==> src/design/aws_cfg.svh <==
// Offsets, field positions, reset values and timing counts of the rate controller
`ifndef AWS_CFG_SVH
`define AWS_CFG_SVH

`define AWS_CLK_MHZ        10
`define AWS_US2CYC(us)     ((us) * `AWS_CLK_MHZ)

`define AWS_OFS_RATE_STAT  8'h04
`define AWS_OFS_SLEEP_CNT  8'h05
`define AWS_OFS_INT_SETUP  8'h06
`define AWS_OFS_MODE       8'h07
`define AWS_OFS_RATE_SEL   8'h08
`define AWS_OFS_TAP_DET    8'h09

`define AWS_RST_BYTE       8'h00

`define AWS_MODE_ACTIVE    0
`define AWS_MODE_TEST      2
`define AWS_MODE_WAKE_EN   3
`define AWS_MODE_SLEEP_EN  4
`define AWS_MODE_PRESCALE  5
`define AWS_MODE_DRIVE     6
`define AWS_MODE_POL       7

`define AWS_INT_GEN        4
`define AWS_INT_SLEEP_EXIT 3

`define AWS_TAP_CODE       3'h0
`define AWS_PRESCALE_DIV   16

`define AWS_T_AM0_US       8360
`define AWS_T_AM1_US       15625
`define AWS_T_AM2_US       31250
`define AWS_T_AM3_US       62500
`define AWS_T_AM4_US       125000
`define AWS_T_AM5_US       250000
`define AWS_T_AM6_US       500000
`define AWS_T_AM7_US       1000000
`define AWS_T_AW3_US       1000000
`define AWS_T_TAP_US       260

`endif

==> src/design/aws_pkg.sv <==
// Types shared by the auto-wake/sleep rate controller
package aws_pkg;

	typedef struct packed {
		logic       wr;
		logic       rd;
		logic [7:0] addr;
		logic [7:0] wdata;
	} aws_reg_req_t;

	typedef struct packed {
		logic [7:0] x;
		logic [7:0] y;
		logic [7:0] z;
	} aws_axes_t;

	typedef enum logic [1:0] {
		AWS_ST_STANDBY,
		AWS_ST_ACTIVE,
		AWS_ST_SLEEP,
		AWS_ST_WAKE
	} aws_state_t;

endpackage

==> src/design/aws_rate_ctrl.sv <==
// Auto-wake/sleep sample-rate controller with interrupt pin control
`timescale 1ns/100ps
`include "aws_cfg.svh"

module aws_rate_ctrl
	import aws_pkg::*;
#(
	parameter logic [23:0] PER_AM0 = 24'(`AWS_US2CYC(`AWS_T_AM0_US)),
	parameter logic [23:0] PER_AM1 = 24'(`AWS_US2CYC(`AWS_T_AM1_US)),
	parameter logic [23:0] PER_AM2 = 24'(`AWS_US2CYC(`AWS_T_AM2_US)),
	parameter logic [23:0] PER_AM3 = 24'(`AWS_US2CYC(`AWS_T_AM3_US)),
	parameter logic [23:0] PER_AM4 = 24'(`AWS_US2CYC(`AWS_T_AM4_US)),
	parameter logic [23:0] PER_AM5 = 24'(`AWS_US2CYC(`AWS_T_AM5_US)),
	parameter logic [23:0] PER_AM6 = 24'(`AWS_US2CYC(`AWS_T_AM6_US)),
	parameter logic [23:0] PER_AM7 = 24'(`AWS_US2CYC(`AWS_T_AM7_US)),
	parameter logic [23:0] PER_AW3 = 24'(`AWS_US2CYC(`AWS_T_AW3_US))
) (
	input  wire logic         ref_clk,
	input  wire logic         rate_status_register,
	input  wire logic         ce,
	input  wire aws_reg_req_t reg_req,
	input  wire logic         addr_ack,
	input  wire logic [7:0]   irq_src,
	input  wire aws_axes_t    fast_avg,
	input  wire aws_axes_t    slow_avg,
	output logic [7:0]        reg_rdata,
	output logic              irq_o,
	output logic              irq_oe,
	output logic              sample_tick,
	output logic              tap_tick,
	output logic              tap_hit,
	output logic              wake_rate_active_flag,
	output logic              active_rate_active_flag
);
	localparam logic [11:0] TAP_CYC = 12'(`AWS_US2CYC(`AWS_T_TAP_US));

	aws_state_t  st_r, st_nxt;
	logic [7:0]  mode_r, mode_nxt;
	logic [7:0]  sleep_max_count_r, sleep_max_count_nxt;
	logic [7:0]  int_setup_r, int_setup_nxt;
	logic [7:0]  sample_rate_select_r, sample_rate_select_nxt;
	logic [4:0]  tap_threshold_field_r, tap_threshold_field_nxt;
	logic [7:0]  rdata_r, rdata_nxt;
	logic [7:0]  sleep_cnt_r, sleep_cnt_nxt;
	logic [3:0]  presc_r, presc_nxt;
	logic        pend_r, pend_nxt;
	logic        irq_o_r, irq_o_nxt;
	logic        irq_oe_r, irq_oe_nxt;
	logic        hit_r, hit_nxt;
	logic        wflag_r, wflag_nxt;
	logic        aflag_r, aflag_nxt;

	logic [2:0]  active_rate_field;
	logic [1:0]  wake_rate_field;
	logic [23:0] period;
	logic        restart;
	logic        smp;
	logic        tap_smp;
	logic        sleep_reset;
	logic        sleep_tick;
	logic        timeout;
	logic        sel_irq;
	logic        irq_set;
	logic        level;
	logic [2:0]  axis_hit;
	logic [7:0]  fast_v [3];
	logic [7:0]  slow_v [3];

	assign active_rate_field = sample_rate_select_r[2:0];
	assign wake_rate_field   = sample_rate_select_r[4:3];

	assign reg_rdata               = rdata_r;
	assign irq_o                   = irq_o_r;
	assign irq_oe                  = irq_oe_r;
	assign sample_tick             = smp;
	assign tap_tick                = tap_smp;
	assign tap_hit                 = hit_r;
	assign wake_rate_active_flag   = wflag_r;
	assign active_rate_active_flag = aflag_r;

	// Period of the rate currently in use
	always_comb begin
		if (st_r == AWS_ST_WAKE) begin
			case (wake_rate_field)
				2'h0:    period = PER_AM2;
				2'h1:    period = PER_AM3;
				2'h2:    period = PER_AM4;
				default: period = PER_AW3;
			endcase
		end else begin
			case (active_rate_field)
				3'h0:    period = PER_AM0;
				3'h1:    period = PER_AM1;
				3'h2:    period = PER_AM2;
				3'h3:    period = PER_AM3;
				3'h4:    period = PER_AM4;
				3'h5:    period = PER_AM5;
				3'h6:    period = PER_AM6;
				default: period = PER_AM7;
			endcase
		end
	end

	// A state change restarts the sample period rather than finishing the old one
	assign restart = (st_r == AWS_ST_STANDBY) || (st_nxt != st_r);

	aws_rate_timer #(
		.W(24)
	) u_smp_timer (
		.ref_clk(ref_clk),
		.rate_status_register   (rate_status_register),
		.ce     (ce),
		.restart(restart),
		.period (period),
		.tick   (smp)
	);

	// fast tap-filter sampling only at code 000
	aws_rate_timer #(
		.W(12)
	) u_tap_timer (
		.ref_clk(ref_clk),
		.rate_status_register   (rate_status_register),
		.ce     (ce),
		.restart(restart || (st_r == AWS_ST_WAKE) || (active_rate_field != `AWS_TAP_CODE)),
		.period (TAP_CYC),
		.tick   (tap_smp)
	);

	assign fast_v[0] = fast_avg.x;
	assign fast_v[1] = fast_avg.y;
	assign fast_v[2] = fast_avg.z;
	assign slow_v[0] = slow_avg.x;
	assign slow_v[1] = slow_avg.y;
	assign slow_v[2] = slow_avg.z;

	for (genvar a = 0; a < 3; a++) begin : g_axis
		assign axis_hit[a] = ((fast_v[a] > slow_v[a]) ? (fast_v[a] - slow_v[a])
			: (slow_v[a] - fast_v[a])) > {3'h0, tap_threshold_field_r};
	end

	// sleep count write, mode write or read restart sleep timing
	assign sleep_reset = (reg_req.wr && (reg_req.addr == `AWS_OFS_SLEEP_CNT))
		|| ((reg_req.wr || reg_req.rd) && (reg_req.addr == `AWS_OFS_MODE));
	assign sleep_tick = smp && (!mode_r[`AWS_MODE_PRESCALE]
		|| (presc_r == 4'(`AWS_PRESCALE_DIV - 1)));
	// count of 0 gives the full 256 ticks through wrap-around
	assign timeout = (st_r == AWS_ST_SLEEP) && !sleep_reset && sleep_tick
		&& (8'(sleep_cnt_r + 8'h01) == sleep_max_count_r);
	// enabled sources interrupt; sleep-exit bit masked out here
	assign sel_irq = |(irq_src & int_setup_r & ~(8'h01 << `AWS_INT_SLEEP_EXIT));
	// sleep-exit interrupt gated by its enable
	assign irq_set = sel_irq || (timeout && int_setup_r[`AWS_INT_SLEEP_EXIT]);

	// Mode state machine
	always_comb begin
		st_nxt = st_r;
		case (st_r)
			AWS_ST_STANDBY: begin
				// enter at active rate, sleep first when enabled
				if (mode_r[`AWS_MODE_ACTIVE] && !mode_r[`AWS_MODE_TEST])
					st_nxt = mode_r[`AWS_MODE_SLEEP_EN] ? AWS_ST_SLEEP : AWS_ST_ACTIVE;
			end
			AWS_ST_ACTIVE: begin
				// active rate kept with no timeout
				st_nxt = AWS_ST_ACTIVE;
			end
			AWS_ST_SLEEP: begin
				// timeout falls back to wake rate
				if (timeout)
					st_nxt = AWS_ST_WAKE;
			end
			AWS_ST_WAKE: begin
				// selected interrupt ends auto-wake; general update excluded
				if (mode_r[`AWS_MODE_WAKE_EN]
					&& |(irq_src & int_setup_r & ~(8'h01 << `AWS_INT_GEN)
					& ~(8'h01 << `AWS_INT_SLEEP_EXIT)))
					st_nxt = mode_r[`AWS_MODE_SLEEP_EN] ? AWS_ST_SLEEP : AWS_ST_ACTIVE;
			end
			default: st_nxt = AWS_ST_STANDBY;
		endcase
		if (!mode_r[`AWS_MODE_ACTIVE])
			st_nxt = AWS_ST_STANDBY;
	end

	// Registers, sleep counter and interrupt pin
	always_comb begin
		mode_nxt                = mode_r;
		sleep_max_count_nxt     = sleep_max_count_r;
		int_setup_nxt           = int_setup_r;
		sample_rate_select_nxt  = sample_rate_select_r;
		tap_threshold_field_nxt = tap_threshold_field_r;
		rdata_nxt               = rdata_r;
		sleep_cnt_nxt           = sleep_cnt_r;
		presc_nxt               = presc_r;
		if (reg_req.wr) begin
			case (reg_req.addr)
				`AWS_OFS_SLEEP_CNT: sleep_max_count_nxt     = reg_req.wdata;
				`AWS_OFS_INT_SETUP: int_setup_nxt           = reg_req.wdata;
				`AWS_OFS_MODE:      mode_nxt                = reg_req.wdata & 8'hfd;
				`AWS_OFS_RATE_SEL:  sample_rate_select_nxt  = reg_req.wdata;
				`AWS_OFS_TAP_DET:   tap_threshold_field_nxt = reg_req.wdata[4:0];
				default:            mode_nxt                = mode_r;
			endcase
		end
		if (reg_req.rd) begin
			case (reg_req.addr)
				`AWS_OFS_RATE_STAT: rdata_nxt = {6'h00, wflag_r, aflag_r};
				`AWS_OFS_SLEEP_CNT: rdata_nxt = sleep_max_count_r;
				`AWS_OFS_INT_SETUP: rdata_nxt = int_setup_r;
				`AWS_OFS_MODE:      rdata_nxt = mode_r;
				`AWS_OFS_RATE_SEL:  rdata_nxt = sample_rate_select_r;
				`AWS_OFS_TAP_DET:   rdata_nxt = {3'h0, tap_threshold_field_r};
				default:            rdata_nxt = 8'h00;
			endcase
		end
		if (sleep_reset || st_r != AWS_ST_SLEEP) begin
			sleep_cnt_nxt = 8'h00;
			presc_nxt     = 4'h0;
		end else if (smp) begin
			presc_nxt = 4'(presc_r + 4'h1);
			if (sleep_tick)
				sleep_cnt_nxt = 8'(sleep_cnt_r + 8'h01);
		end
		// acknowledge releases; a new event in the same cycle wins
		pend_nxt = irq_set || (pend_pending_hold(pend_r, addr_ack));
		level = pend_nxt ? mode_r[`AWS_MODE_POL] : !mode_r[`AWS_MODE_POL];
		// push-pull always drives; open-drain only pulls low
		irq_oe_nxt = mode_r[`AWS_MODE_DRIVE] || !level;
		irq_o_nxt  = mode_r[`AWS_MODE_DRIVE] ? level : 1'b0;
		hit_nxt    = tap_smp ? |axis_hit : hit_r;
		wflag_nxt  = (st_nxt == AWS_ST_WAKE);
		aflag_nxt  = (st_nxt == AWS_ST_SLEEP) || (st_nxt == AWS_ST_ACTIVE);
	end

	function automatic logic pend_pending_hold(input logic p, input logic ack);
		pend_pending_hold = p && !ack;
	endfunction

	always_ff @(posedge ref_clk) begin
		if (rate_status_register) begin
			st_r                  <= AWS_ST_STANDBY;
			mode_r                <= `AWS_RST_BYTE;
			sleep_max_count_r     <= `AWS_RST_BYTE;
			int_setup_r           <= `AWS_RST_BYTE;
			sample_rate_select_r  <= `AWS_RST_BYTE;
			tap_threshold_field_r <= 5'h00;
			rdata_r               <= `AWS_RST_BYTE;
			sleep_cnt_r           <= 8'h00;
			presc_r               <= 4'h0;
			pend_r                <= 1'b0;
			irq_o_r               <= 1'b0;
			irq_oe_r              <= 1'b0;
			hit_r                 <= 1'b0;
			wflag_r               <= 1'b0;
			aflag_r               <= 1'b0;
		end else if (ce) begin
			st_r                  <= st_nxt;
			mode_r                <= mode_nxt;
			sleep_max_count_r     <= sleep_max_count_nxt;
			int_setup_r           <= int_setup_nxt;
			sample_rate_select_r  <= sample_rate_select_nxt;
			tap_threshold_field_r <= tap_threshold_field_nxt;
			rdata_r               <= rdata_nxt;
			sleep_cnt_r           <= sleep_cnt_nxt;
			presc_r               <= presc_nxt;
			pend_r                <= pend_nxt;
			irq_o_r               <= irq_o_nxt;
			irq_oe_r              <= irq_oe_nxt;
			hit_r                 <= hit_nxt;
			wflag_r               <= wflag_nxt;
			aflag_r               <= aflag_nxt;
		end
	end
endmodule

==> src/design/aws_rate_timer.sv <==
// Periodic tick generator with restart
`timescale 1ns/100ps
module aws_rate_timer #(
	parameter int W = 24
) (
	input  wire logic         ref_clk,
	input  wire logic         rate_status_register,
	input  wire logic         ce,
	input  wire logic         restart,
	input  wire logic [W-1:0] period,
	output logic              tick
);
	logic [W-1:0] cnt_r;
	logic [W-1:0] cnt_nxt;
	logic         tick_r;
	logic         tick_nxt;

	assign tick = tick_r;

	always_comb begin
		cnt_nxt  = cnt_r + 1'b1;
		tick_nxt = 1'b0;
		if (restart) begin
			cnt_nxt = '0;
		end else if (cnt_nxt >= period) begin
			cnt_nxt  = '0;
			tick_nxt = 1'b1;
		end
	end

	always_ff @(posedge ref_clk) begin
		if (rate_status_register) begin
			cnt_r  <= '0;
			tick_r <= 1'b0;
		end else if (ce) begin
			cnt_r  <= cnt_nxt;
			tick_r <= tick_nxt;
		end
	end
endmodule

==> config.mk <==
export PLATFORM = sky130hd
export DESIGN_NAME = aws_rate_ctrl
export DESIGN_NICKNAME = d
export VERILOG_FILES = /design/src/design/aws_pkg.sv /design/src/design/aws_rate_ctrl.sv /design/src/design/aws_rate_timer.sv
export VERILOG_INCLUDE_DIRS = /design/src /design/src/design
export SDC_FILE = /design/constraint.sdc
export NUM_CORES = 1
export LEC_CHECK = 0
export BUFFER_PORTS_ARGS = -buffer_cell sky130_fd_sc_hd__buf_4
export CORE_MARGIN = 1.5
export CORE_UTILIZATION = 45
export CTS_CLUSTER_DIAMETER = 50
export DETAILED_ROUTE_END_ITERATION = 16
export PLACE_DENSITY_LB_ADDON = 0.15
export SLEW_MARGIN = 20
export SYNTH_ARGS = -nofsm -noshare
export SYNTH_HDL_FRONTEND = slang
export SYNTH_HIERARCHICAL = 1
export SYNTH_SLANG_ARGS = --single-unit
==> constraint.sdc <==
create_clock -name ref_clk -period 4.5 [get_ports ref_clk]
set_input_delay 0.225 -clock ref_clk [delete_from_list [all_inputs] [get_ports ref_clk]]
set_output_delay 0.225 -clock ref_clk [all_outputs]
set_load 0.03 [all_outputs]
## Yosys cells after proc, flatten, opt, wreduce, memory -nomap -nowiden

Index checks and enable logic that the tools add are counted.

| storage, ports and cells | value |
|---|---|
| output and inout port bits | 15 |
| bits in registers | 102 |
| logic and storage cells | 135 |
| input port bits | 78 |

| operators by class | value |
|---|---|
| magnitude comparators | 8 |
| eq/ne operators | 24 |
| reductions and logical operators | 45 |
| muxes and demuxes | 28 |
| $add $sub $neg | 10 |
| bitwise operators | 1 |

Operator list:

| operator | count |
|---|---|
| $pmux W24 S7 | 1 |
| $mux W24 | 3 |
| $pmux W24 S3 | 1 |
| $mux W8 | 6 |
| $pmux W8 S6 | 1 |
| $sub A8 B8 Y8 | 6 |
| $eq A8 B3 Y1 const B | 4 |
| $add A24 B1 Y24 const B | 1 |
| $ge A24 B24 Y1 | 1 |
| $gt A8 B5 Y1 | 3 |
| $gt A8 B8 Y1 | 3 |
| $mux W12 | 2 |
| $reduce_and A3 Y1 | 6 |
| $eq A8 B4 Y1 const B | 2 |
| $add A12 B1 Y12 const B | 1 |
| $ge A12 B12 Y1 const B | 1 |
| $logic_or A1 B1 Y1 | 11 |
| $eq A2 B2 Y1 const B | 5 |
| $logic_and A1 B1 Y1 | 10 |
| $mux W2 | 5 |
| $eq A3 B3 Y1 const B | 3 |
| $add A8 B1 Y8 const B | 1 |
| $and A8 B8 Y8 | 1 |
| $eq A8 B8 Y1 | 1 |
| other kinds (19) | 37 |

## Depth between registers and ports, before layout

Gate-level depths: netlist of run 1.

| depth | value |
|---|---|
| word-level depth | 15 |
| gate-level depth with buffers | 20 |
| gate-level depth less buffers | 19 |

## Hierarchy

The synthesis of run 1 kept the hierarchy.

Modules (own cells, without submodules):

| module | cells an instance | area an instance (um^2) | instances |
|---|---|---|---|
| aws_rate_ctrl | 766 | 5988.2 | 1 |
| aws_rate_timer at u_smp_timer | 278 | 2164.6 | 1 |
| aws_rate_timer at u_tap_timer | 122 | 924.6 | 1 |

## Worst setup path after synthesis of run 1

No wires, ideal clock.

| timing path | value |
|---|---|
| path type | input -> register |
| start point | in fast_avg[8] in the netlist's numbering |
| end point | reg hit_r (netlist: tap_hit) |
| buffers on the path | 1 |
| stages on the path | 19 |
| data required time | 4.371 ns |
| arrival time | 3.370 ns |
| path slack | 1.001 ns |
| cells stage by stage | inv_1 -> ha_1 -> inv_1 -> fa_1 -> nand3_1 -> a21oi_2 -> o32a_4 -> buf_6 -> o311a_1 -> a211oi_1 -> xnor2_1 -> ha_1 -> o21ai_0 -> a21oi_1 -> nor3_1 -> o22ai_1 -> or3_1 -> nor4_1 -> a31oi_1 |

| between the ends | value |
|---|---|
| longest elaborated chain between the ends | 4 |

Ends and longest elaborated chain:

| element | RTL line | source |
|---|---|---|
| start, declared | aws_rate_ctrl.sv:24 | `input wire aws_axes_t fast_avg,` |
| $sub A8 B8 Y8 (tied with other cells) | aws_rate_ctrl.sv:139 | `: (slow_v[a] - fast_v[a])) > {3'h0, tap_threshold_field_r};` |
| $mux W8 (*) | aws_rate_ctrl.sv:138 | `assign axis_hit[a] = ((fast_v[a] > slow_v[a]) ? (fast_v[a] - slow_v[a])` |
| $gt A8 B5 Y1 (*) | aws_rate_ctrl.sv:139 |  |
| $reduce_or A3 Y1 (*) | aws_rate_ctrl.sv:231 | `hit_nxt = tap_smp ? \|axis_hit : hit_r;` |
| end signal, assigned | aws_rate_ctrl.sv:270 | `hit_r <= hit_nxt;` |
| end, declared | aws_rate_ctrl.sv:49 | `logic hit_r, hit_nxt;` |

Every way passes the cells marked *; elsewhere a longest branch is shown, timed or not.
A chain may end at the register's enable or synchronous reset.

## Worst setup path in the final report of run 1

| timing path | value |
|---|---|
| start point | reg u_smp_timer.cnt_r[0] |
| end point | reg u_smp_timer.cnt_r[13] |

| between the ends | value |
|---|---|
| longest elaborated chain between the ends | 4 |

Ends and longest elaborated chain:

| element | RTL line | source |
|---|---|---|
| start, declared | aws_rate_timer.sv:13 | `logic [W-1:0] cnt_r;` |
| start signal, assigned | aws_rate_timer.sv:36 | `cnt_r <= cnt_nxt;` |
| $add A24 B1 Y24 (*) | aws_rate_timer.sv:21 | `cnt_nxt = cnt_r + 1'b1;` |
| $ge A24 B24 Y1 | aws_rate_timer.sv:25 | `end else if (cnt_nxt >= period) begin` |
| $mux W24 (*) | aws_rate_timer.sv:25 |  |
| $mux W24 (*) | aws_rate_timer.sv:23 | `if (restart) begin` |

Marked as above.

==> impl_results.html, run 1 <==
<table>
<tr><th>Metric</th><th>Value</th></tr>
<tr><th colspan="2">Synth</th></tr>
<tr><td>Yosys warning count</td><td>6</td></tr>
<tr><td>Post-Syn Instances</td><td>approximately 1200</td></tr>
<tr><td>Part of the Yosys area used for sequential elements</td><td>between 20% and 30%</td></tr>
<tr><td>Cell area after technology mapping</td><td>9080 sq um</td></tr>
<tr><td>Primary flip-flop cell chosen by synthesis mapping</td><td>sky130_fd_sc_hd__dfxtp_1</td></tr>
<tr><td>Proportion of register bits with asynchronous set or reset after synthesis</td><td>0%</td></tr>
<tr><td>Number of distinct standard cells referenced by the synthesized netlist</td><td>84</td></tr>
<tr><td>Number of synthesized register bits</td><td>102</td></tr>
<tr><td>Number of enable flip-flop cells after synthesis</td><td>0</td></tr>
<tr><td>Avg Cell Area, Syn</td><td>just under 8 sq um</td></tr>
<tr><th colspan="2">Floorplanning</th></tr>
<tr><td>Full die area</td><td>~21000 sq um</td></tr>
<tr><td>Io pins</td><td>between 90 and 100</td></tr>
<tr><td>Die width</td><td>145 um</td></tr>
<tr><td>Placement Rows</td><td>51</td></tr>
<tr><td>Core region area</td><td>around 20000 sq um</td></tr>
<tr><td>Initial Util</td><td>46.2%</td></tr>
<tr><td>Chip Height</td><td>roughly 150 um</td></tr>
<tr><th colspan="2">Power and ir drop</th></tr>
<tr><td>Design Power</td><td>between 0.002 and 0.0025 W</td></tr>
<tr><td>Static leakage</td><td>4.65 nW</td></tr>
<tr><td>Maximum VDD drop</td><td>approximately 0.16 mV</td></tr>
<tr><td>Power per standard cell area</td><td>between 200 and 250 nW/um^2</td></tr>
<tr><th colspan="2">Final layout</th></tr>
<tr><td>Fraction of final layout cells with drive strength greater than 1</td><td>12.0%</td></tr>
<tr><td>Number of nets in the layout</td><td>approximately 1400</td></tr>
<tr><td>Commonest cells after routing, fill and taps aside</td><td>sky130_fd_sc_hd__inv_1, sky130_fd_sc_hd__ha_1, sky130_fd_sc_hd__dfxtp_1</td></tr>
<tr><td>Final core utilization</td><td>a little over half</td></tr>
<tr><td>Final standard cell area without fillers</td><td>10300 sq um</td></tr>
<tr><td>Antenna cell count</td><td>0</td></tr>
<tr><td>Synthesis-to-finish area growth</td><td>13.2%</td></tr>
<tr><td>Most common cell after layout, fill and taps aside</td><td>sky130_fd_sc_hd__inv_1</td></tr>
<tr><th colspan="2">Setup path</th></tr>
<tr><td>Category of the most critical setup path</td><td>reg2reg</td></tr>
<tr><td>Endpoint type of the worst setup path</td><td>flop</td></tr>
<tr><td>Required time of the critical path</td><td>approximately 4.8 ns</td></tr>
<tr><td>R2r setup slk</td><td>around 0.55 ns</td></tr>
<tr><td>Worst flop-to-flop path endpoint</td><td>u_smp_timer/cnt_r[13]</td></tr>
<tr><td>Maximum fanout along the worst path</td><td>7</td></tr>
<tr><td>Arrival time worst endpoint</td><td>approximately 4.2 ns</td></tr>
<tr><td>RR Startpoint</td><td>u_smp_timer/cnt_r[0]</td></tr>
<tr><td>Number of cells traversed by the worst register-to-register path</td><td>14</td></tr>
<tr><td>Kind of start point of the critical path</td><td>flop</td></tr>
<tr><th colspan="2">Hold path</th></tr>
<tr><td>HP Start</td><td>reg_req[7]</td></tr>
<tr><td>End of the worst hold path</td><td>mode_r[7]</td></tr>
<tr><td>Worst hold path class</td><td>in2reg</td></tr>
<tr><td>Worst Hold Depth</td><td>3</td></tr>
<tr><th colspan="2">Global route</th></tr>
<tr><td>Maximum number of pins on one net before global-route repair</td><td>51</td></tr>
<tr><td>Via count of the first global-routing pass</td><td>about 7500</td></tr>
<tr><td>Number of antenna violations at the first check in global routing</td><td>0</td></tr>
<tr><td>Overall track demand over capacity in global routing</td><td>just over 20%</td></tr>
<tr><td>GR Overflow Total</td><td>0</td></tr>
<tr><td>Global-route wire length before repair</td><td>around 36000 um</td></tr>
<tr><th colspan="2">Placement</th></tr>
<tr><td>Post-DP HPWL</td><td>between 15000 and 20000 um</td></tr>
<tr><td>Placed inst area</td><td>9990 sq um</td></tr>
<tr><td>Routability Congestion</td><td>approximately 0.84</td></tr>
<tr><td># port buffers</td><td>slightly above 90</td></tr>
<tr><th colspan="2">Clock network</th></tr>
<tr><td>Master cell of the clock root buffer</td><td>sky130_fd_sc_hd__clkbuf_16</td></tr>
<tr><td>CTS tree</td><td>done</td></tr>
<tr><td>Max Root-Sink Buffers</td><td>2</td></tr>
<tr><td>TritonCTS Sinks</td><td>approximately 100</td></tr>
<tr><td>Latest clock arrival within the worst-skew pair</td><td>0.36 ns</td></tr>
<tr><td>CTS resizes</td><td>0</td></tr>
<tr><td>Postcts setup bufs</td><td>0</td></tr>
<tr><td>Clock-pin slew of the registers on the worst-case setup and hold paths</td><td>roughly 0.08 ns</td></tr>
<tr><td>Post-CTS Hold Buffers</td><td>0</td></tr>
<tr><td>Number of buffers created by CTS</td><td>9</td></tr>
<tr><td>H-tree depth</td><td>3</td></tr>
<tr><th colspan="2">STA</th></tr>
<tr><td>Final-layout setup total negative slack</td><td>0 ns</td></tr>
<tr><td>Relative slew slack</td><td>a little under a third</td></tr>
<tr><td>Final critical delay including setup and external delays</td><td>between 3 and 4 ns</td></tr>
<tr><td>Final period utilization</td><td>87.8%</td></tr>
<tr><td>Max Transition Viols Final</td><td>0</td></tr>
<tr><td>Setup repair after global routing missed its margin</td><td>false</td></tr>
<tr><td>Actual transition at the worst max-transition pin</td><td>roughly 1.0 ns</td></tr>
<tr><td>Highest attainable clock frequency</td><td>between 200 and 300 MHz</td></tr>
<tr><td>Final setup violation count</td><td>0</td></tr>
<tr><td>Worst clock skew</td><td>about 0.010 ns</td></tr>
<tr><td>Number of failing hold endpoints at the final stage</td><td>0</td></tr>
<tr><th colspan="2">Routing</th></tr>
<tr><td>DR pass1 iterations</td><td>6</td></tr>
<tr><td>Final antenna-violating net count</td><td>0</td></tr>
<tr><td>Remaining routing DRC violations</td><td>0</td></tr>
<tr><td>Initial DRC Count</td><td>between 400 and 500</td></tr>
<tr><td>Detailed-route wire length</td><td>~22000 um</td></tr>
<tr><td>DR WL/cell</td><td>~14 um</td></tr>
<tr><td>Via count normalized by instance count</td><td>between 5 and 6</td></tr>
<tr><td>Total via count after detailed routing</td><td>between 8000 and 9000</td></tr>
<tr><th colspan="2">Run</th></tr>
<tr><td>Number of max-cap violations</td><td>0</td></tr>
<tr><th colspan="2">Outcome</th></tr>
<tr><td>Outcome</td><td>finished, final reports clean</td></tr>
</table>
==> area by class of cell <==
cell class / instances / area, sq um
clock buffers: 9 / 225
well taps: 265 / 332
inverters: 150 / 563
flip-flops and latches: 102 / 2040
clock inverters: 6 / 57.6
fillers: 2001 / 9380
repair buffers: 99 / 743
multi-input cells: 880 / 6310
==> stage by stage <==
stage	cells	hold slack [ns]	setup WS (ns)
finish	1511	0.131	0.550
global route	1511	0.132	0.279
CTS	1511	0.117	0.575
detailed placement	1496	0.454	0.558
global placement	1496	0.440	0.620
floorplan	1177	0.297	1.00
==> synthesized netlist by cell type (all sizes together), types with 3 or more instances <==
master | count | share of area (%)
inv | 150 | 6.2
ha | 108 | 15
dfxtp | 102 | 22
nand2 | 98 | 4.1
nor2 | 96 | 4.2
a21oi | 72 | 4.2
o21ai | 62 | 3.4
mux2i | 54 | 6.0
xnor2 | 44 | 4.2
nand3 | 41 | 2.5
nor2b | 33 | 2.3
clkbuf | 28 | 1.2
nand4 | 22 | 1.7
nor3 | 19 | 1.1
o32ai | 19 | 1.8
nand2b | 18 | 1.2
xor2 | 18 | 1.7
buf | 17 | 1.1
a31oi | 12 | 0.83
and3 | 12 | 0.83
a211oi | 11 | 0.91
nor4 | 11 | 1.3
a21o | 10 | 0.83
mux2 | 8 | 0.99
fa | 6 | 1.3
o22ai | 6 | 0.48
or2 | 6 | 0.41
a22oi | 5 | 0.41
and2 | 5 | 0.34
and4 | 5 | 0.48
o211ai | 5 | 0.41
or3 | 5 | 0.34
a21boi | 4 | 0.33
a221oi | 4 | 0.39
nand3b | 4 | 0.33
o31ai | 4 | 0.33
a2111oi | 3 | 0.44
a22o | 3 | 0.29
o21a | 3 | 0.25
or4 | 3 | 0.33
or4b | 3 | 0.37
==> where the power goes <==
group          internal, W  switching (W)
Combinational     0.000223       0.000267
Clock             0.000383       0.000378
Sequential        0.000904     0.00000163
Total              0.00151       0.000646
==> worst max-delay path, cell delays in order (launching register included) <==
cell and delay, ns:
sky130_fd_sc_hd__dfxtp_1 0.44, sky130_fd_sc_hd__ha_1 0.27, sky130_fd_sc_hd__nand2_1 0.20, sky130_fd_sc_hd__nor4_4 0.45, sky130_fd_sc_hd__nand3_1 0.15, sky130_fd_sc_hd__xnor2_1 0.20, sky130_fd_sc_hd__inv_1 0.06, sky130_fd_sc_hd__ha_1 0.27
sky130_fd_sc_hd__nand4_1 0.16, sky130_fd_sc_hd__nor3_1 0.09, sky130_fd_sc_hd__a2111oi_2 0.40, sky130_fd_sc_hd__nand3_1 0.30, sky130_fd_sc_hd__buf_4 0.25, sky130_fd_sc_hd__or4b_1 0.46, sky130_fd_sc_hd__a31oi_1 0.16
==> sequential cells by signal (all words and copies together), names as in the netlist, 2 cells and up <==
signal	count
u_smp_timer/cnt_r	24
tap_threshold_field_r	5
presc_r	4
sleep_max_count_r	8
sample_rate_select_r	8
sleep_cnt_r	8
reg_rdata	8
int_setup_r	8
st_r	2
mode_r	7
u_tap_timer/cnt_r	12
==> worst max path at each step <==
stage | start | endpoint | slack, ns | cells after the start
after detailed placement | fast_avg[8] | tap_hit | 0.56 | 19
final | u_smp_timer/cnt_r[0] | u_smp_timer/cnt_r[13] | 0.55 | 14
after global placement | fast_avg[8] | tap_hit | 0.62 | 19
after CTS | u_smp_timer/cnt_r[0] | u_smp_timer/cnt_r[13] | 0.58 | 14
after global routing | u_smp_timer/cnt_r[0] | u_smp_timer/cnt_r[13] | 0.28 | 14
after floorplan | fast_avg[8] | tap_hit | 1.00 | 19
==> per-layer routing <==
metal | vias to the layer above | track usage, % | wire length, um
met2 | 134 | 34.9 | 10200
met3 | 23 | 3.36 | 717
met5 | - | 0 | 0
met1 | 3731 | 27.7 | 10400
met4 | 0 | 5.21 | 329
li1 | 4185 | - | -
==> cell families after synthesis <==
logic type | Yosys count | synth area share (%)
adder cells (fa/ha/maj) | 114 | 16.2
XOR/XNOR | 62 | 5.98
other | 2 | 0.0827
flip-flops | 102 | 22.5
AND/OR/NAND/NOR | 385 | 22.2
buffers and inverters | 195 | 8.45
AO/OA/AOI/OAI | 244 | 17.6
multiplexers | 62 | 6.99
(Power assumes the default switching activity.)
==> run 2, diff against run 1 <==
Settings changed: CELL_PAD_IN_SITES_DETAIL_PLACEMENT from default to 0, CELL_PAD_IN_SITES_GLOBAL_PLACEMENT from default to 1, HOLD_SLACK_MARGIN from default to 0.08, REMOVE_ABC_BUFFERS from default to 1.
==> run 2 against run 1 <==
Compared with the run above: flip-flop and latch count did not move; fmax grew 1.4%; first-iteration DRC count rose by 7.8%; non-clock buffer count decreased by 1; register-to-register slack improved by 0.06 ns; critical endpoint unchanged; global-route usage grew 1.0 points; clock skew rose by 0.0021 ns; die area stayed put; via count grew 0.61%.
==> impl_results.html, run 2 (synthesis results as in run 1) <==
<table>
<tr><th>Metric</th><th>Value</th></tr>
<tr><th colspan="2">Outcome</th></tr>
<tr><td>Outcome</td><td>finished, final reports clean</td></tr>
<tr><th colspan="2">Clock network</th></tr>
<tr><td>Clock-pin slew of the registers on the worst-case setup and hold paths</td><td>0.08 ns (about the same)</td></tr>
<tr><td>CTS resizes</td><td>0 (unchanged)</td></tr>
<tr><td>Postcts setup bufs</td><td>0 (unchanged)</td></tr>
<tr><td>H-tree depth</td><td>3 (unchanged)</td></tr>
<tr><td>Master cell of the clock root buffer</td><td>sky130_fd_sc_hd__clkbuf_16</td></tr>
<tr><td>Latest clock arrival within the worst-skew pair</td><td>0.36 ns (about the same)</td></tr>
<tr><td>Number of buffers created by CTS</td><td>9 (unchanged)</td></tr>
<tr><td>Post-CTS Hold Buffers</td><td>0 (unchanged)</td></tr>
<tr><td>Max Root-Sink Buffers</td><td>2 (unchanged)</td></tr>
<tr><td>TritonCTS Sinks</td><td>102 (unchanged)</td></tr>
<tr><td>CTS tree</td><td>done</td></tr>
<tr><th colspan="2">Power and ir drop</th></tr>
<tr><td>Static leakage</td><td>4.66 nW (+0.20%)</td></tr>
<tr><td>Power per standard cell area</td><td>213 nW/um^2 (+1.5%)</td></tr>
<tr><td>Design Power</td><td>0.00219 W (+1.6%)</td></tr>
<tr><td>Maximum VDD drop</td><td>0.141 mV (-10%)</td></tr>
<tr><th colspan="2">Run</th></tr>
<tr><td>Number of max-cap violations</td><td>0 (unchanged)</td></tr>
<tr><th colspan="2">Floorplanning</th></tr>
<tr><td>Initial Util</td><td>46.2% (unchanged)</td></tr>
<tr><td>Core region area</td><td>19700 sq um (unchanged)</td></tr>
<tr><td>Placement Rows</td><td>51 (unchanged)</td></tr>
<tr><td>Chip Height</td><td>145 um (unchanged)</td></tr>
<tr><td>Full die area</td><td>21000 sq um (unchanged)</td></tr>
<tr><td>Io pins</td><td>93 (unchanged)</td></tr>
<tr><td>Die width</td><td>145 um (unchanged)</td></tr>
<tr><th colspan="2">Global route</th></tr>
<tr><td>Overall track demand over capacity in global routing</td><td>21.8% (+1.0 points)</td></tr>
<tr><td>Via count of the first global-routing pass</td><td>7724 (+2.6%)</td></tr>
<tr><td>GR Overflow Total</td><td>0 (unchanged)</td></tr>
<tr><td>Maximum number of pins on one net before global-route repair</td><td>51 (unchanged)</td></tr>
<tr><td>Global-route wire length before repair</td><td>38200 um (+4.8%)</td></tr>
<tr><td>Number of antenna violations at the first check in global routing</td><td>0 (unchanged)</td></tr>
<tr><th colspan="2">Routing</th></tr>
<tr><td>DR pass1 iterations</td><td>5 (-1)</td></tr>
<tr><td>Remaining routing DRC violations</td><td>0 (unchanged)</td></tr>
<tr><td>DR WL/cell</td><td>14.9 um (+4.1%)</td></tr>
<tr><td>Via count normalized by instance count</td><td>5.38 (+0.61%)</td></tr>
<tr><td>Total via count after detailed routing</td><td>8122 (+0.61%)</td></tr>
<tr><td>Detailed-route wire length</td><td>22500 um (+4.1%)</td></tr>
<tr><td>Final antenna-violating net count</td><td>0 (unchanged)</td></tr>
<tr><td>Initial DRC Count</td><td>440 (+7.8%)</td></tr>
<tr><th colspan="2">Final layout</th></tr>
<tr><td>Antenna cell count</td><td>0 (unchanged)</td></tr>
<tr><td>Commonest cells after routing, fill and taps aside</td><td>sky130_fd_sc_hd__inv_1, sky130_fd_sc_hd__ha_1, sky130_fd_sc_hd__dfxtp_1</td></tr>
<tr><td>Fraction of final layout cells with drive strength greater than 1</td><td>12.0% (unchanged)</td></tr>
<tr><td>Max reg flops</td><td>24 (unchanged)</td></tr>
<tr><td>Synthesis-to-finish area growth</td><td>13.2% (about the same)</td></tr>
<tr><td>Largest registers</td><td>u_smp_timer/cnt_r x24, u_tap_timer/cnt_r x12</td></tr>
<tr><td>Most common cell after layout, fill and taps aside</td><td>sky130_fd_sc_hd__inv_1</td></tr>
<tr><td>Number of nets in the layout</td><td>1433 (-0.070%)</td></tr>
<tr><td>Register with the highest flop count</td><td>u_smp_timer/cnt_r</td></tr>
<tr><th colspan="2">Hold path</th></tr>
<tr><td>Worst hold path class</td><td>in2reg</td></tr>
<tr><td>HP Start</td><td>reg_req[5]</td></tr>
<tr><td>End of the worst hold path</td><td>int_setup_r[5]</td></tr>
<tr><td>Worst Hold Depth</td><td>3 (unchanged)</td></tr>
<tr><th colspan="2">STA</th></tr>
<tr><td>Setup repair after global routing missed its margin</td><td>false</td></tr>
<tr><td>Final period utilization</td><td>86.6% (-1.2 points)</td></tr>
<tr><td>PnR worst setup slack</td><td>0.605 ns (+0.0551 ns)</td></tr>
<tr><td>Highest attainable clock frequency</td><td>257 MHz (+1.4%)</td></tr>
<tr><td>Final-layout setup total negative slack</td><td>0 ns (unchanged)</td></tr>
<tr><td>Final setup violation count</td><td>0 (unchanged)</td></tr>
<tr><td>Final critical delay including setup and external delays</td><td>3.90 ns (-0.0551 ns)</td></tr>
<tr><td>Number of failing hold endpoints at the final stage</td><td>0 (unchanged)</td></tr>
<tr><td>Max Transition Viols Final</td><td>0 (unchanged)</td></tr>
<tr><td>Actual transition at the worst max-transition pin</td><td>1.01 ns (-0.0242 ns)</td></tr>
<tr><td>Relative slew slack</td><td>32.7% (+1.8 points)</td></tr>
<tr><td>Worst clock skew</td><td>0.0122 ns (+0.00213 ns)</td></tr>
<tr><th colspan="2">Setup path</th></tr>
<tr><td>R2r setup slk</td><td>0.60 ns (+0.06 ns)</td></tr>
<tr><td>Worst flop-to-flop path endpoint</td><td>u_smp_timer/cnt_r[13]</td></tr>
<tr><td>Maximum fanout along the worst path</td><td>16 (+9)</td></tr>
<tr><td>Arrival time worst endpoint</td><td>4.18 ns (-0.05 ns)</td></tr>
<tr><td>RR Startpoint</td><td>u_smp_timer/cnt_r[0]</td></tr>
<tr><td>Required time of the critical path</td><td>4.78 ns (about the same)</td></tr>
<tr><td>Category of the most critical setup path</td><td>reg2reg</td></tr>
<tr><td>Number of cells traversed by the worst register-to-register path</td><td>14 (unchanged)</td></tr>
<tr><td>Kind of start point of the critical path</td><td>flop</td></tr>
<tr><td>Endpoint type of the worst setup path</td><td>flop</td></tr>
<tr><th colspan="2">Placement</th></tr>
<tr><td>Routability Congestion</td><td>0.860 (+2.2%)</td></tr>
<tr><td># port buffers</td><td>91 (unchanged)</td></tr>
<tr><td>Post-DP HPWL</td><td>17500 um (+3.4%)</td></tr>
<tr><td>Minimum setup slack after placement</td><td>0.599 ns (+0.0409 ns)</td></tr>
</table>
[run 2: layout make-up]
class / instances / area [sq um]
Timing Repair Buffer: 98 / 736
Fill cell: 2038 / 9370
Tap cell: 265 / 332
Multi-Input combinational cell: 880 / 6310
Inverter: 150 / 563
Sequential cell: 102 / 2040
Clock buffer: 9 / 225
Clock inverter: 7 / 72.6
[run 2: per-stage QoR]
stage	std cells	utilization [%]	cell area (sq um)	hold slack, ns
after floorplan	1132	-	8910	0.287
after global placement	1495	50.8	9980	0.437
after detailed placement	1495	50.8	9980	0.442
after CTS	1511	52.3	10300	0.131
after global routing	1511	52.3	10300	0.152
final	1511	52.3	10300	0.146
[run 2: worst max-delay path, stage by stage (launching register included)]
cell and delay (ns):
sky130_fd_sc_hd__dfxtp_1 0.46, sky130_fd_sc_hd__ha_1 0.29, sky130_fd_sc_hd__nand2_1 0.21, sky130_fd_sc_hd__nor4_4 0.44, sky130_fd_sc_hd__nand3_1 0.14, sky130_fd_sc_hd__xnor2_1 0.20, sky130_fd_sc_hd__inv_1 0.06, sky130_fd_sc_hd__ha_1 0.26
sky130_fd_sc_hd__nand4_1 0.16, sky130_fd_sc_hd__nor3_1 0.09, sky130_fd_sc_hd__a2111oi_2 0.41, sky130_fd_sc_hd__nand3_1 0.20, sky130_fd_sc_hd__buf_4 0.24, sky130_fd_sc_hd__or4b_1 0.47, sky130_fd_sc_hd__a31oi_1 0.17
[run 2: worst max path at each step]
stage	start	to	slack [ns]
global route	u_smp_timer/cnt_r[0]	u_smp_timer/cnt_r[13]	0.26
global placement	fast_avg[8]	tap_hit	0.66
finish	u_smp_timer/cnt_r[0]	u_smp_timer/cnt_r[13]	0.60
CTS	u_smp_timer/cnt_r[0]	u_smp_timer/cnt_r[13]	0.59
detailed placement	fast_avg[8]	tap_hit	0.60
floorplan	fast_avg[16]	tap_hit	0.89
[run 2: report_power, final]
group / switching [W] / internal [W] / leakage [nW]
Sequential: 0.00000160 / 0.000904 / 0.822
Clock: 0.000398 / 0.000394 / 0.149
Combinational: 0.000269 / 0.000224 / 3.69
[run 2: routing by layer]
metal	wire (um)	global-route usage, %	up-vias
met5	0	0	-
met4	263	4.90	0
met2	9940	34.8	154
li1	-	-	4190
met1	11300	30.4	3757
met3	1020	4.03	21
==> run 3, diff against run 2 <==
Settings changed: ABC_AREA from default to 1, CORE_UTILIZATION 45 to 43, SKIP_CTS_REPAIR_TIMING from default to 1.
==> run 3 against run 2 <==
Compared with the run above: power grew 4.7%; global-route usage grew 0.42 points; via count grew 20%; count of clock-buffer cells in the layout is the same; synthesized cell count grew 36%; combinational power grew 16%; sequential share of layout area shrank 1.4 points; sequential power grew 2%; cell count grew 30%; flip-flop and latch count is the same; core utilization shrank 3.1 points; die area grew 13%; largest cell class unchanged.
==> impl_results.html, run 3 <==
<table>
<tr><th>Metric</th><th>Value</th></tr>
<tr><th colspan="2">Outcome</th></tr>
<tr><td>Outcome</td><td>finished, final reports clean</td></tr>
<tr><th colspan="2">Clock network</th></tr>
<tr><td>Clock-pin slew of the registers on the worst-case setup and hold paths</td><td>0.08 ns (about the same)</td></tr>
<tr><td>Number of buffers created by CTS</td><td>9 (unchanged)</td></tr>
<tr><td>H-tree depth</td><td>3 (unchanged)</td></tr>
<tr><td>Max Root-Sink Buffers</td><td>2 (unchanged)</td></tr>
<tr><td>Master cell of the clock root buffer</td><td>sky130_fd_sc_hd__clkbuf_16</td></tr>
<tr><td>TritonCTS Sinks</td><td>102 (unchanged)</td></tr>
<tr><td>Latest clock arrival within the worst-skew pair</td><td>0.37 ns (about the same)</td></tr>
<tr><td>CTS tree</td><td>done</td></tr>
<tr><th colspan="2">Power and ir drop</th></tr>
<tr><td>Maximum VDD drop</td><td>0.211 mV (+49%)</td></tr>
<tr><td>Design Power</td><td>0.00229 W (+4.7%)</td></tr>
<tr><td>Static leakage</td><td>5.39 nW (+16%)</td></tr>
<tr><td>Power per standard cell area</td><td>207 nW/um^2 (-2.9%)</td></tr>
<tr><th colspan="2">Routing</th></tr>
<tr><td>DR WL/cell</td><td>13.1 um (-12%)</td></tr>
<tr><td>Detailed-route wire length</td><td>25600 um (+14%)</td></tr>
<tr><td>Total via count after detailed routing</td><td>9742 (+20%)</td></tr>
<tr><td>DR pass1 iterations</td><td>5 (unchanged)</td></tr>
<tr><td>Initial DRC Count</td><td>414 (-5.9%)</td></tr>
<tr><td>Via count normalized by instance count</td><td>4.97 (-7.5%)</td></tr>
<tr><td>Final antenna-violating net count</td><td>0 (unchanged)</td></tr>
<tr><td>Remaining routing DRC violations</td><td>0 (unchanged)</td></tr>
<tr><th colspan="2">Synth</th></tr>
<tr><td>Proportion of register bits with asynchronous set or reset after synthesis</td><td>0% (unchanged)</td></tr>
<tr><td>Post-synthesis cell type with the largest combined area</td><td>sky130_fd_sc_hd__dfxtp_1</td></tr>
<tr><td>Cell area after technology mapping</td><td>9820 sq um (+8.2%)</td></tr>
<tr><td>Top cell type's share of synthesized area</td><td>20.8% (-1.7 points)</td></tr>
<tr><td>Number of distinct standard cells referenced by the synthesized netlist</td><td>60 (-29%)</td></tr>
<tr><td>Number of synthesized register bits</td><td>102 (unchanged)</td></tr>
<tr><td>Cell with the most instances after synthesis</td><td>sky130_fd_sc_hd__nand2_1</td></tr>
<tr><td>Avg Cell Area, Syn</td><td>6.20 sq um (-20%)</td></tr>
<tr><td>Primary flip-flop cell chosen by synthesis mapping</td><td>sky130_fd_sc_hd__dfxtp_1</td></tr>
<tr><td>Ranking of synthesized cells by instance count</td><td>sky130_fd_sc_hd__nand2_1, sky130_fd_sc_hd__inv_1, sky130_fd_sc_hd__nor2_1</td></tr>
<tr><td>Part of the Yosys area used for sequential elements</td><td>20.8% (-1.7 points)</td></tr>
<tr><td>Yosys warning count</td><td>6 (unchanged)</td></tr>
<tr><td>Post-Syn Instances</td><td>1585 (+36%)</td></tr>
<tr><td>Number of enable flip-flop cells after synthesis</td><td>0 (unchanged)</td></tr>
<tr><td>Cells taking the most area after synthesis</td><td>sky130_fd_sc_hd__dfxtp_1, sky130_fd_sc_hd__nand2_1, sky130_fd_sc_hd__ha_1</td></tr>
<tr><th colspan="2">Placement</th></tr>
<tr><td>Post-DP HPWL</td><td>20300 um (+16%)</td></tr>
<tr><td>Placed inst area</td><td>10800 sq um (+8.0%)</td></tr>
<tr><td>Routability Congestion</td><td>0.856 (-0.52%)</td></tr>
<tr><td># port buffers</td><td>91 (unchanged)</td></tr>
<tr><th colspan="2">Final layout</th></tr>
<tr><td>Fraction of final layout cells with drive strength greater than 1</td><td>9.98% (-2.1 points)</td></tr>
<tr><td>Count of fill cells added during filler insertion</td><td>2439 (+20%)</td></tr>
<tr><td>Final standard cell area without fillers</td><td>11100 sq um (+7.8%)</td></tr>
<tr><td>Antenna cell count</td><td>0 (unchanged)</td></tr>
<tr><td>Total area of multi-input combinational cells</td><td>6590 sq um (+4.4%)</td></tr>
<tr><td>Most common cell after layout, fill and taps aside</td><td>sky130_fd_sc_hd__nand2_1</td></tr>
<tr><td>Register with the highest flop count</td><td>u_smp_timer/cnt_r</td></tr>
<tr><td>Final core utilization</td><td>49.2% (-3.1 points)</td></tr>
<tr><td>Largest registers</td><td>u_smp_timer/cnt_r x24, u_tap_timer/cnt_r x12</td></tr>
<tr><td>Seq. cell area</td><td>2040 sq um (unchanged)</td></tr>
<tr><td>Number of nets in the layout</td><td>1861 (+30%)</td></tr>
<tr><td>Synthesis-to-finish area growth</td><td>12.8%</td></tr>
<tr><td>Commonest cells after routing, fill and taps aside</td><td>sky130_fd_sc_hd__nand2_1, sky130_fd_sc_hd__inv_1, sky130_fd_sc_hd__nor2_1</td></tr>
<tr><td>Max reg flops</td><td>24 (unchanged)</td></tr>
<tr><th colspan="2">Setup path</th></tr>
<tr><td>Arrival time worst endpoint</td><td>3.83 ns (-0.35 ns)</td></tr>
<tr><td>Crit-path slowest cell</td><td>sky130_fd_sc_hd__nand3_1</td></tr>
<tr><td>Dominant delay contributor by cell family on the critical path</td><td>simple AND/OR/NAND/NOR gates</td></tr>
<tr><td>Number of cells traversed by the worst register-to-register path</td><td>16 (+2)</td></tr>
<tr><td>Kind of start point of the critical path</td><td>flop</td></tr>
<tr><td>Cell-by-cell trace of the critical path</td><td>nand2_1 &gt; inv_1 &gt; nand2_1 &gt; a21boi_0 &gt; nand2_1 &gt; inv_1 &gt; ha_1 &gt; nand2_1 &gt; nor2_1 &gt; nand4_1 &gt; inv_1 &gt; nand2_1 &gt; nand3_1 &gt; nor2_1 &gt; nor2_1 &gt; nor2_1</td></tr>
<tr><td>Worst flop-to-flop path endpoint</td><td>u_smp_timer/cnt_r[22]</td></tr>
<tr><td>Buffering stage count on the worst path with inverters included</td><td>3 (+1)</td></tr>
<tr><td>Category of the most critical setup path</td><td>reg2reg</td></tr>
<tr><td>Required time of the critical path</td><td>4.79 ns (about the same)</td></tr>
<tr><td>RR Startpoint</td><td>st_r[0]</td></tr>
<tr><td>Number of stages on the worst setup path</td><td>16 (+2)</td></tr>
<tr><td>End point of the critical path</td><td>u_smp_timer/cnt_r[22]</td></tr>
<tr><td>Maximum fanout along the worst path</td><td>15 (-1)</td></tr>
<tr><td>Endpoint type of the worst setup path</td><td>flop</td></tr>
<tr><td>Most numerous cell on the critical path</td><td>sky130_fd_sc_hd__nand2_1</td></tr>
<tr><td>Launching element of the worst setup path</td><td>st_r[0]</td></tr>
<tr><td>Highest cell delay on the worst timing path</td><td>0.50 ns (+0.03 ns)</td></tr>
<tr><td>R2r setup slk</td><td>0.96 ns (+0.36 ns)</td></tr>
<tr><th colspan="2">Global route</th></tr>
<tr><td>Via count of the first global-routing pass</td><td>9052 (+17%)</td></tr>
<tr><td>Overall track demand over capacity in global routing</td><td>22.2% (+0.42 points)</td></tr>
<tr><td>Number of antenna violations at the first check in global routing</td><td>0 (unchanged)</td></tr>
<tr><td>Global-route wire length before repair</td><td>43400 um (+14%)</td></tr>
<tr><td>GR Overflow Total</td><td>0 (unchanged)</td></tr>
<tr><td>Maximum number of pins on one net before global-route repair</td><td>57 (+12%)</td></tr>
<tr><th colspan="2">STA</th></tr>
<tr><td>Final setup violation count</td><td>0 (unchanged)</td></tr>
<tr><td>Actual transition at the worst max-transition pin</td><td>0.945 ns (-0.0597 ns)</td></tr>
<tr><td>Final period utilization</td><td>78.6% (-8.0 points)</td></tr>
<tr><td>Final critical delay including setup and external delays</td><td>3.54 ns (-0.359 ns)</td></tr>
<tr><td>Relative slew slack</td><td>36.7% (+4.0 points)</td></tr>
<tr><td>Highest attainable clock frequency</td><td>283 MHz (+10%)</td></tr>
<tr><td>Number of failing hold endpoints at the final stage</td><td>0 (unchanged)</td></tr>
<tr><td>Setup repair after global routing missed its margin</td><td>false</td></tr>
<tr><td>Final-layout setup total negative slack</td><td>0 ns (unchanged)</td></tr>
<tr><td>Max Transition Viols Final</td><td>0 (unchanged)</td></tr>
<tr><td>Worst clock skew</td><td>0.0180 ns (+0.00581 ns)</td></tr>
<tr><th colspan="2">Floorplanning</th></tr>
<tr><td>Die width</td><td>154 um (+6.3%)</td></tr>
<tr><td>Placement Rows</td><td>55 (+7.8%)</td></tr>
<tr><td>Io pins</td><td>93 (unchanged)</td></tr>
<tr><td>Initial Util</td><td>43.7% (-2.5 points)</td></tr>
<tr><td>Chip Height</td><td>154 um (+6.3%)</td></tr>
<tr><td>Core region area</td><td>22500 sq um (+14%)</td></tr>
<tr><td>Full die area</td><td>23800 sq um (+13%)</td></tr>
<tr><th colspan="2">Run</th></tr>
<tr><td>Number of max-cap violations</td><td>0 (unchanged)</td></tr>
<tr><th colspan="2">Hold path</th></tr>
<tr><td>Worst hold path class</td><td>in2reg</td></tr>
</table>
run 3: layer usage:
| metal | track usage, % | part of all wire [%] |
|---|---|---|
| met1 | 29.0 | 47 |
| met4 | 5.69 | 1.5 |
| met3 | 2.65 | 3.7 |
| met2 | 38.8 | 48 |
| met5 | 0 | 0 |
run 3: cell families (layout without fill, tap and decap cells):
group | after synthesis | in the layout | synth area share, %
AO/OA/AOI/OAI | 252 | 252 | 14.6
multiplexers | 4 | 4 | 0.420
XOR/XNOR | 23 | 23 | 2.20
adder cells (fa/ha/maj) | 114 | 114 | 15.0
buffers and inverters | 320 | 398 | 12.6
flip-flops | 102 | 102 | 20.8
AND/OR/NAND/NOR | 768 | 768 | 34.3
other | 2 | 13 | 0.0765
run 3: worst min-delay path by stage:
stage,startpoint,to,depth (start not counted)
CTS,reg_req[7],sample_rate_select_r[7],3
detailed placement,reg_rdata[1],reg_rdata[1],2
finish,reg_req[7],sample_rate_select_r[7],3
global placement,reg_rdata[1],reg_rdata[1],2
floorplan,rate_status_register,int_setup_r[1],1
global route,reg_req[6],sample_rate_select_r[6],3
run 3: power by group:
| part | internal (W) | leakage [nW] | switching (W) |
|---|---|---|---|
| Combinational | 0.000231 | 4.42 | 0.000342 |
| Sequential | 0.000912 | 0.824 | 0.0000112 |
| Clock | 0.000394 | 0.144 | 0.000402 |
| Total | 0.00154 | 5.39 | 0.000756 |
run 3: per-stage QoR:
| step | setup slack [ns] | hold WS, ns | instances |
|---|---|---|---|
| 2_1_floorplan | 1.55 | 0.294 | 1563 |
| 3_3_place_gp | 0.983 | 0.457 | 1943 |
| 3_5_place_dp | 0.911 | 0.461 | 1943 |
| 4_1_cts | 0.896 | 0.128 | 1959 |
| 5_1_grt | 0.485 | 0.135 | 1959 |
| 6_report | 0.964 | 0.142 | 1959 |
run 3: area by class of cell:
type	instances	share of cell area [%]
Inverter	287	9.76
Clock inverter	7	0.700
Timing Repair Buffer	95	6.44
Clock buffer	9	2.03
Multi-Input combinational cell	1174	59.4
Tap cell	285	3.22
Sequential cell	102	18.4
run 3: worst register-to-register path: cells and delay by family, from the launching register on:
family | cells | cell delay, ns
buf+inv | 3 | 0.48
simple gates | 11 | 2.04
fa+ha+maj | 1 | 0.30
compound gates | 1 | 0.19
flops | 1 | 0.46
